$ cat config.mk
export PLATFORM = sky130hd
export DESIGN_NAME = tbm_ctrl
export DESIGN_NICKNAME = d
export VERILOG_FILES = /design/src/tbm_timer.v /design/src/tbm_period.v /design/src/tbm_ctrl.v
export VERILOG_INCLUDE_DIRS = /design/src
export SDC_FILE = /design/constraint.sdc
export NUM_CORES = 1
export LEC_CHECK = 0
export CELL_PAD_IN_SITES_DETAIL_PLACEMENT = 2
export CELL_PAD_IN_SITES_GLOBAL_PLACEMENT = 2
export CORE_MARGIN = 4
export CORE_UTILIZATION = 25
export CTS_CLUSTER_DIAMETER = 60
export DETAILED_ROUTE_END_ITERATION = 6
export DONT_BUFFER_PORTS = 1
export PLACE_DENSITY = 0.6
export SLEW_MARGIN = 20
export SYNTH_ARGS = -nofsm -noshare
export SYNTH_HDL_FRONTEND = slang
export SYNTH_SLANG_ARGS = --single-unit
$ cat constraint.sdc
create_clock -name core_clk -period 3 [get_ports core_clk]
set_input_delay 0.6 -clock core_clk [delete_from_list [all_inputs] [get_ports core_clk]]
set_output_delay 0.6 -clock core_clk [all_outputs]
set_load 0.1 [all_outputs]
$ cat src/tbm_defs.vh
// Register map, field positions and timing constants for the temperature/battery monitor
`ifndef TBM_DEFS_VH
`define TBM_DEFS_VH
// ----------------------------------------
// Register addresses
// ----------------------------------------
`define TBM_ADDR_VCO_TEST 16'h2500
`define TBM_ADDR_LOAD 16'h2704
`define TBM_ADDR_TEMP_HIGH 16'h2881
`define TBM_ADDR_TEMP_LOW 16'h2882
`define TBM_ADDR_BATT 16'h2885
`define TBM_ADDR_CONFIG 16'h28A0
`define TBM_ADDR_TRIGGER 16'h28B4
// ----------------------------------------
// Field positions
// ----------------------------------------
`define TBM_BIT_LOAD_EN 3
`define TBM_BIT_BATT_WITH_TEMP 4
`define TBM_BIT_SUPPLY_SEL 6
`define TBM_BIT_BATT_CHOICE 7
`define TBM_BIT_PENDING 3
`define TBM_BIT_TRIGGER 6
`define TBM_PERIOD_MANUAL 3'h0
`define TBM_PERIOD_CONT 3'h7
// ----------------------------------------
// Power modes
// ----------------------------------------
`define TBM_MODE_MISSION 2'h0
`define TBM_MODE_BROWNOUT 2'h1
`define TBM_MODE_DISPLAY 2'h2
`define TBM_MODE_SLEEP 2'h3
// ----------------------------------------
// Timing
// ----------------------------------------
`define TBM_CLK_MHZ 100
`define TBM_CFG_WRITE_MS 6
`define TBM_CFG_WRITE_CYC (`TBM_CFG_WRITE_MS * 1000 * `TBM_CLK_MHZ)
`define TBM_SEC_CYC (1000 * 1000 * `TBM_CLK_MHZ)
`endif

$ cat src/tbm_timer.v
// Countdown timer that pulses once its load value has elapsed
`default_nettype none
module tbm_timer #(
  parameter W = 32
) (
  input wire core_clk,
  input wire resetn,
  input wire start,
  input wire [W-1:0] load,
  output reg busy,
  output reg done
);
  reg [W-1:0] count;
  always @(posedge core_clk or negedge resetn) begin
    if (!resetn) begin
      count <= {W{1'b0}};
      busy <= 1'b0;
      done <= 1'b0;
    end else begin
      done <= 1'b0;
      if (start) begin
        count <= load;
        busy <= 1'b1;
      end else if (busy) begin
        if (count <= {{(W-1){1'b0}}, 1'b1}) begin
          busy <= 1'b0;
          done <= 1'b1;
        end else begin
          count <= count - {{(W-1){1'b0}}, 1'b1};
        end
      end
    end
  end
endmodule
`default_nettype wire

$ cat src/tbm_period.v
// Periodic measurement tick generator, 2^(3+n) seconds for n of 1 to 6; no tick when n is 0 or 7
`default_nettype none
module tbm_period #(
  parameter [31:0] SEC_CYC = 32'd100000000
) (
  input wire core_clk,
  input wire resetn,
  input wire [2:0] period,
  output reg tick
);
  reg [31:0] sec_count;
  reg [9:0] sec_total;
  wire sec_pulse = (sec_count == SEC_CYC - 32'd1);
  wire [9:0] span = 10'h001 << (3 + period);
  always @(posedge core_clk or negedge resetn) begin
    if (!resetn) begin
      sec_count <= 32'h0;
      sec_total <= 10'h0;
      tick <= 1'b0;
    end else begin
      tick <= 1'b0;
      if (period == 3'h0 || period == 3'h7) begin
        sec_count <= 32'h0;
        sec_total <= 10'h0;
      end else if (sec_pulse) begin
        sec_count <= 32'h0;
        if (sec_total + 10'h1 >= span) begin
          sec_total <= 10'h0;
          tick <= 1'b1;
        end else begin
          sec_total <= sec_total + 10'h1;
        end
      end else begin
        sec_count <= sec_count + 32'h1;
      end
    end
  end
endmodule
`default_nettype wire

$ cat src/tbm_ctrl.v
// Temperature sensor and battery monitor control and readout
`include "tbm_defs.vh"
`default_nettype none
module tbm_ctrl #(
  parameter [31:0] CFG_WRITE_CYC = `TBM_CFG_WRITE_CYC,
  parameter [31:0] SEC_CYC = `TBM_SEC_CYC
) (
  input wire core_clk,
  input wire resetn,
  input wire [15:0] reg_addr,
  input wire reg_wr,
  input wire reg_rd,
  input wire [7:0] reg_wdata,
  output reg [7:0] reg_rdata,
  input wire [1:0] power_mode,
  output reg sensor_enable,
  input wire sensor_done,
  input wire [10:0] sensor_temp,
  input wire [7:0] sensor_batt,
  output reg batt_measure,
  output reg supply_from_digital,
  output reg batt_select_main,
  output reg load_on_main,
  output reg load_on_clock_batt,
  output reg vco_run
);
  // ----------------------------------------
  // Configuration state
  // ----------------------------------------
  reg [7:0] cfg_byte;
  reg [7:0] cfg_staged;
  reg [1:0] vco_test_select;
  reg battery_load_enable;
  reg sense_trigger;
  reg [10:0] temperature_result;
  reg [7:0] battery_result;
  reg meas_active;
  reg meas_with_batt;
  wire cfg_timer_busy;
  wire cfg_done;
  // Pending covers the commit cycle too, so a read never shows the old byte as settled
  wire cfg_pending = cfg_timer_busy || cfg_done;
  wire period_tick;
  wire [2:0] period = cfg_byte[2:0];
  wire quiet_mode = (power_mode == `TBM_MODE_SLEEP) || (power_mode == `TBM_MODE_DISPLAY);
  wire wr_cfg = reg_wr && reg_addr == `TBM_ADDR_CONFIG && !cfg_pending;
  wire wr_trig = reg_wr && reg_addr == `TBM_ADDR_TRIGGER;
  wire trig_start = wr_trig && reg_wdata[`TBM_BIT_TRIGGER] && !sense_trigger
    && period == `TBM_PERIOD_MANUAL && !quiet_mode;
  wire auto_start = (period_tick || period == `TBM_PERIOD_CONT) && !meas_active;
  wire start_meas = !meas_active && (trig_start || auto_start);

  // ----------------------------------------
  // Slow config write model and period timer
  // ----------------------------------------
  // The config byte commits only after the full write time, like the real storage.
  tbm_timer #(.W(32)) u_cfg_timer (
    .core_clk(core_clk),
    .resetn(resetn),
    .start(wr_cfg),
    .load(CFG_WRITE_CYC),
    .busy(cfg_timer_busy),
    .done(cfg_done)
  );
  tbm_period #(.SEC_CYC(SEC_CYC)) u_period (
    .core_clk(core_clk),
    .resetn(resetn),
    .period(period),
    .tick(period_tick)
  );

  // ----------------------------------------
  // Register writes and measurement sequencing
  // ----------------------------------------
  always @(posedge core_clk or negedge resetn) begin
    if (!resetn) begin
      cfg_byte <= 8'h00;
      cfg_staged <= 8'h00;
      vco_test_select <= 2'h0;
      battery_load_enable <= 1'b0;
      sense_trigger <= 1'b0;
      temperature_result <= 11'h000;
      battery_result <= 8'h00;
      meas_active <= 1'b0;
      meas_with_batt <= 1'b0;
    end else begin
      if (wr_cfg) begin
        cfg_staged <= reg_wdata;
      end
      if (cfg_done) begin
        cfg_byte <= {cfg_staged[7:4], 1'b0, cfg_staged[2:0]};
      end
      if (reg_wr && reg_addr == `TBM_ADDR_VCO_TEST) begin
        vco_test_select <= reg_wdata[1:0];
      end
      if (reg_wr && reg_addr == `TBM_ADDR_LOAD) begin
        battery_load_enable <= reg_wdata[`TBM_BIT_LOAD_EN];
      end
      if (start_meas) begin
        meas_active <= 1'b1;
        meas_with_batt <= cfg_byte[`TBM_BIT_BATT_WITH_TEMP];
        if (trig_start) begin
          sense_trigger <= 1'b1;
        end
      end else if (meas_active && sensor_done) begin
        meas_active <= 1'b0;
        temperature_result <= sensor_temp;
        if (meas_with_batt) begin
          battery_result <= sensor_batt;
        end
        sense_trigger <= 1'b0;
      end
    end
  end

  // ----------------------------------------
  // Analog controls
  // ----------------------------------------
  always @(posedge core_clk or negedge resetn) begin
    if (!resetn) begin
      sensor_enable <= 1'b0;
      batt_measure <= 1'b0;
      supply_from_digital <= 1'b0;
      batt_select_main <= 1'b0;
      load_on_main <= 1'b0;
      load_on_clock_batt <= 1'b0;
      vco_run <= 1'b0;
    end else begin
      sensor_enable <= start_meas || (meas_active && !sensor_done);
      batt_measure <= (start_meas ? cfg_byte[`TBM_BIT_BATT_WITH_TEMP] : meas_with_batt)
        && (start_meas || (meas_active && !sensor_done));
      supply_from_digital <= cfg_byte[`TBM_BIT_SUPPLY_SEL] && !quiet_mode;
      batt_select_main <= cfg_byte[`TBM_BIT_BATT_CHOICE];
      load_on_main <= battery_load_enable && power_mode == `TBM_MODE_MISSION
        && cfg_byte[`TBM_BIT_BATT_CHOICE];
      load_on_clock_batt <= battery_load_enable && power_mode == `TBM_MODE_MISSION
        && !cfg_byte[`TBM_BIT_BATT_CHOICE];
      vco_run <= |vco_test_select;
    end
  end

  // ----------------------------------------
  // Register reads
  // ----------------------------------------
  // Reads settle one cycle after the read strobe; unmapped addresses read zero.
  always @(posedge core_clk or negedge resetn) begin
    if (!resetn) begin
      reg_rdata <= 8'h00;
    end else if (reg_rd) begin
      case (reg_addr)
        `TBM_ADDR_VCO_TEST: reg_rdata <= {6'h00, vco_test_select};
        `TBM_ADDR_LOAD: reg_rdata <= {4'h0, battery_load_enable, 3'h0};
        `TBM_ADDR_TEMP_HIGH: reg_rdata <= temperature_result[10:3];
        `TBM_ADDR_TEMP_LOW: reg_rdata <= {temperature_result[2:0], 5'h00};
        `TBM_ADDR_BATT: reg_rdata <= battery_result;
        `TBM_ADDR_CONFIG: reg_rdata <= {cfg_byte[7:4], cfg_pending, cfg_byte[2:0]};
        `TBM_ADDR_TRIGGER: reg_rdata <= {1'b0, sense_trigger, 6'h00};
        default: reg_rdata <= 8'h00;
      endcase
    end
  end
endmodule
`default_nettype wire

==> metrics list <==
- The run finished, with violations left.
- The checks that failed: hold timing.
* Most instantiated cells after synthesis: sky130_fd_sc_hd__dfrtp_1, sky130_fd_sc_hd__nand2_1, sky130_fd_sc_hd__nor2_1, sky130_fd_sc_hd__nand3_1, sky130_fd_sc_hd__xnor2_1
- Drt pass-1 iters: 4
* Metal3 WL: 705 µm
- Final hold violation count: 131
- Cells along the critical path: ha_2, and3_1, nand3_2, nor2_1, xnor2_1, inv_1, ha_1, o21ai_0, nor2_1, a211oi_2, nand3b_1, buf_4, o22ai_1
- Max-capacitance violation count: 0
- Highest fanout seen on the critical path: 5
- Yosys mapped the design onto 65 distinct sky130hd cell types.
- Total length of routed wires: 20540 µm
- Across all register-to-register paths, the minimum setup slack is 0.24 ns.
- Peak Freq: 0.3621 GHz
* Max-Slew Margin vs Limit: 35.19%
- Stage delay of the slowest cell on the critical path: 0.41 ns
* Rows: 60
- Dividing the detail-routed via count by the number of cells gives 5.149.
- Root Buffer Master: sky130_fd_sc_hd__clkbuf_16
* Worst hold path class: in -> async
- Die width: 173.7 µm
* HPWL Detailed: 14820 µm
- Yosys attributes the largest share of cell area to sky130_fd_sc_hd__dfrtp_1, sky130_fd_sc_hd__mux2_2, sky130_fd_sc_hd__xnor2_1.
* CP Data Arrival Time: 3.10 ns
* Post-route minimum period: 2.762 ns
* Instance area at placement: 7377 µm²
* Most used DFF post-synth: sky130_fd_sc_hd__dfrtp_1
- Slowest cell on the critical path: sky130_fd_sc_hd__dfrtp_2
- The die covers 30180 µm².
- Worst setup path start: u_period.sec_total[0]
- Met2 wire length: 10410 µm
* TritonCTS clock tree: yes
- Proportion of synthesized chip area in sequential cells: 47.75%
* Port bufs: 0
- Of the post-synthesis cell area, the dominant cell type holds 47.75%.
- The core region is 26950 µm².
* Layout Skew: 0.009662 ns
- Proportion of layout cells with a drive suffix above 1: 13.03%
- Dividing the detail-routed wire length by the instance count gives 19.06 µm.
- Die outline height: 173.7 µm
* Synthesized netlist cell count: 702
* Crit Path Class: reg -> reg
* Layout filler cell count: 2979
* Most area-hungry cell type in the Yosys netlist: sky130_fd_sc_hd__dfrtp_1
* Per-instance average area after synthesis: 9.780 µm²
- Hold slack: -0.1209 ns
- STA puts the critical path data required time at 3.34 ns.
- At the pin with the least slew margin, the transition time is 0.9721 ns.
* Final setup violating endpoints: 0
* Highest metal used: met5
- The longest clock path from root to sink contains 2 buffers.
- Final net count: 788
- The mapped netlist covers 6865 µm².
* Setup slack after placement: -0.07423 ns
- Setup repair after global routing missed its margin: no
- Category of the worst setup path capture point: flop
- Most numerous cell in the Yosys netlist: sky130_fd_sc_hd__dfrtp_1
- Counting flops with a built-in enable in the synthesized netlist gives 0.
- Later-pin clock latency in the skew report: 0.42 ns
- Via Count: 5551
* IR Drop Worst-Case VDD: 0.3856 mV
- The worst register-to-register path begins at u_period.sec_total[0].
- Synthesis Warnings: 0
* DRC violation count after routing: 0
- After clock tree synthesis, the clock-pin slew on the worst setup and hold paths is 0.07 ns.
- The total overflow left after global routing is 0.
* FF-to-FF End: u_period.sec_total[8]
- Kind of start point of the critical path: flop
- For this configuration, the core starts out at a cell density of 25.47%.
- Counting every sink on the clock net gives 131.
- Static Leak: 3.246 nW
* Most frequent CP cell: sky130_fd_sc_hd__nor2_1
- GP Congestion: 0.7962
- The H-tree generated during clock tree synthesis spans 4 levels.
* Via count of the first global-routing pass: 6209
- Buffers inserted during clock tree synthesis total 17.
* Worst reg-to-reg path cell count: 13
- For this block, the initial DRC count from the detailed router was 238.
- Number of register bits inferred by synthesis: 131
* Period utilization: 92.06%
- The first global-routing pass estimated 34400 µm of wire.
- Summing all non-filler instances in the final layout gives an area of 8011 µm².
- Antenna fix cells: 0
- Async set-reset flop share out of synthesis: 100.0%
* Power Dens Cells: 526.5 nW/µm²
* Overall track demand over capacity in global routing: 14.07%
- From synthesis to final layout, the design area changed by 16.69%.
- Initial antenna violation count: 1
- The max-slew violation count was 0.
- Setup slack closes at 0.2381 ns.
- After detailed routing, the wire length on met1 is 9185 µm.
- Entering global routing, the biggest net connects 132 pins.
* Num ports: 65
- The detail route stage leaves a number of antenna-violating nets equal to 0.
==> sequential cells by signal (all words and copies together) (netlist names), 2 cells and up <==
name / flops
battery_result: 8
cfg_byte: 7
cfg_staged: 7
reg_rdata: 8
temperature_result: 11
u_cfg_timer.count: 32
u_period.sec_count: 32
u_period.sec_total: 10
vco_test_select: 2
==> repair_timing <==
action,CTS,global route
endpoints found under the setup margin,3,10
buffers inserted,1,0
endpoints found under the hold margin,131,131
pin swaps,0,2
resized for setup,0,5
==> how the worst max path moves through the flow <==
stage / endpoint / slack, ns / depth (start not counted)
6_report: u_period.sec_total[8] / 0.24 / 13
5_1_grt: u_period.sec_total[8] / 0.03 / 12
4_1_cts: u_period.sec_total[8] / 0.06 / 13
3_5_place_dp: u_period.sec_total[5] / -0.07 / 12
3_3_place_gp: u_period.sec_total[7] / 0.11 / 12
2_1_floorplan: u_period.sec_total[5] / 0.08 / 12
==> logic make-up after synthesis <==
logic type               share of synthesized area (%)
XOR/XNOR                                         5.103
flip-flops                                       47.75
AND/OR/NAND/NOR                                  25.30
other                                           0.1094
adder cells (fa/ha/maj)                          2.552
buffers and inverters                            2.916
multiplexers                                     6.579
AO/OA/AOI/OAI                                    9.696
==> cell usage in the layout (no fill, tap or decap), drive strengths merged, types with 6 or more instances in the layout <==
master / n
nor4: 15
nand2b: 9
clkbuf: 18
or4: 13
xnor2: 31
xor2: 9
a31oi: 6
nor2: 65
a21oi: 12
nand2: 72
and3: 15
dfrtp: 131
nor3: 30
nand3: 35
or3: 11
o21ai: 19
mux2: 25
nand4: 18
o31ai: 9
a211oi: 6
ha: 14
buf: 24
mux2i: 17
inv: 33
o2bb2ai: 8
==> worst max-delay path, delay by kind of cell, from the launching register on <==
kind	cells	cell delay, ns
adders and majority gates	2	0.54
buffers and inverters	2	0.29
AOI/OAI and AO/OA	3	0.51
xor gates and xnor gates	1	0.16
and+or+nand+nor	5	0.78
DFF	1	0.41
==> where the power goes <==
| part | internal (mW) | total, mW | switching (mW) |
|---|---|---|---|
| sequential | 1.84 | 1.90 | 0.0597 |
| clock | 1.28 | 2.19 | 0.913 |
| combinational | 0.0774 | 0.125 | 0.0472 |
| total | 3.20 | 4.22 | 1.02 |
==> metal layers <==
layer	up-vias	track usage [%]
met4	2	3.629
met5	-	0
li1	2604	-
met3	18	3.141
met1	2868	18.12
met2	59	24.01
==> stage by stage <==
| stage | power [mW] | cells | utilization, % | hold WS, ns | TNS, ns |
|---|---|---|---|---|---|
| floorplan | 2.021 | 703 | - | 0.3044 | 0 |
| global placement | 2.048 | 1045 | 27.37 | 0.3154 | 0 |
| detailed placement | 2.065 | 1045 | 27.37 | 0.3160 | -0.2089 |
| CTS | 4.298 | 1078 | 29.67 | -0.1444 | 0 |
| global route | 4.419 | 1078 | 29.73 | -0.1531 | 0 |
| finish | 4.218 | 1078 | 29.73 | -0.1209 | 0 |
==> area by class of cell <==
class	instances	area, µm²	area share [%]
Timing Repair Buffer	24	180.2	2.249
Sequential cell	131	3279	40.93
Tap cell	341	426.7	5.326
Clock inverter	14	171.4	2.140
Inverter	29	108.9	1.359
Clock buffer	18	439.2	5.482
Multi-Input combinational cell	521	3406	42.51
No activity file was read; power rests on OpenSTA's default activity.
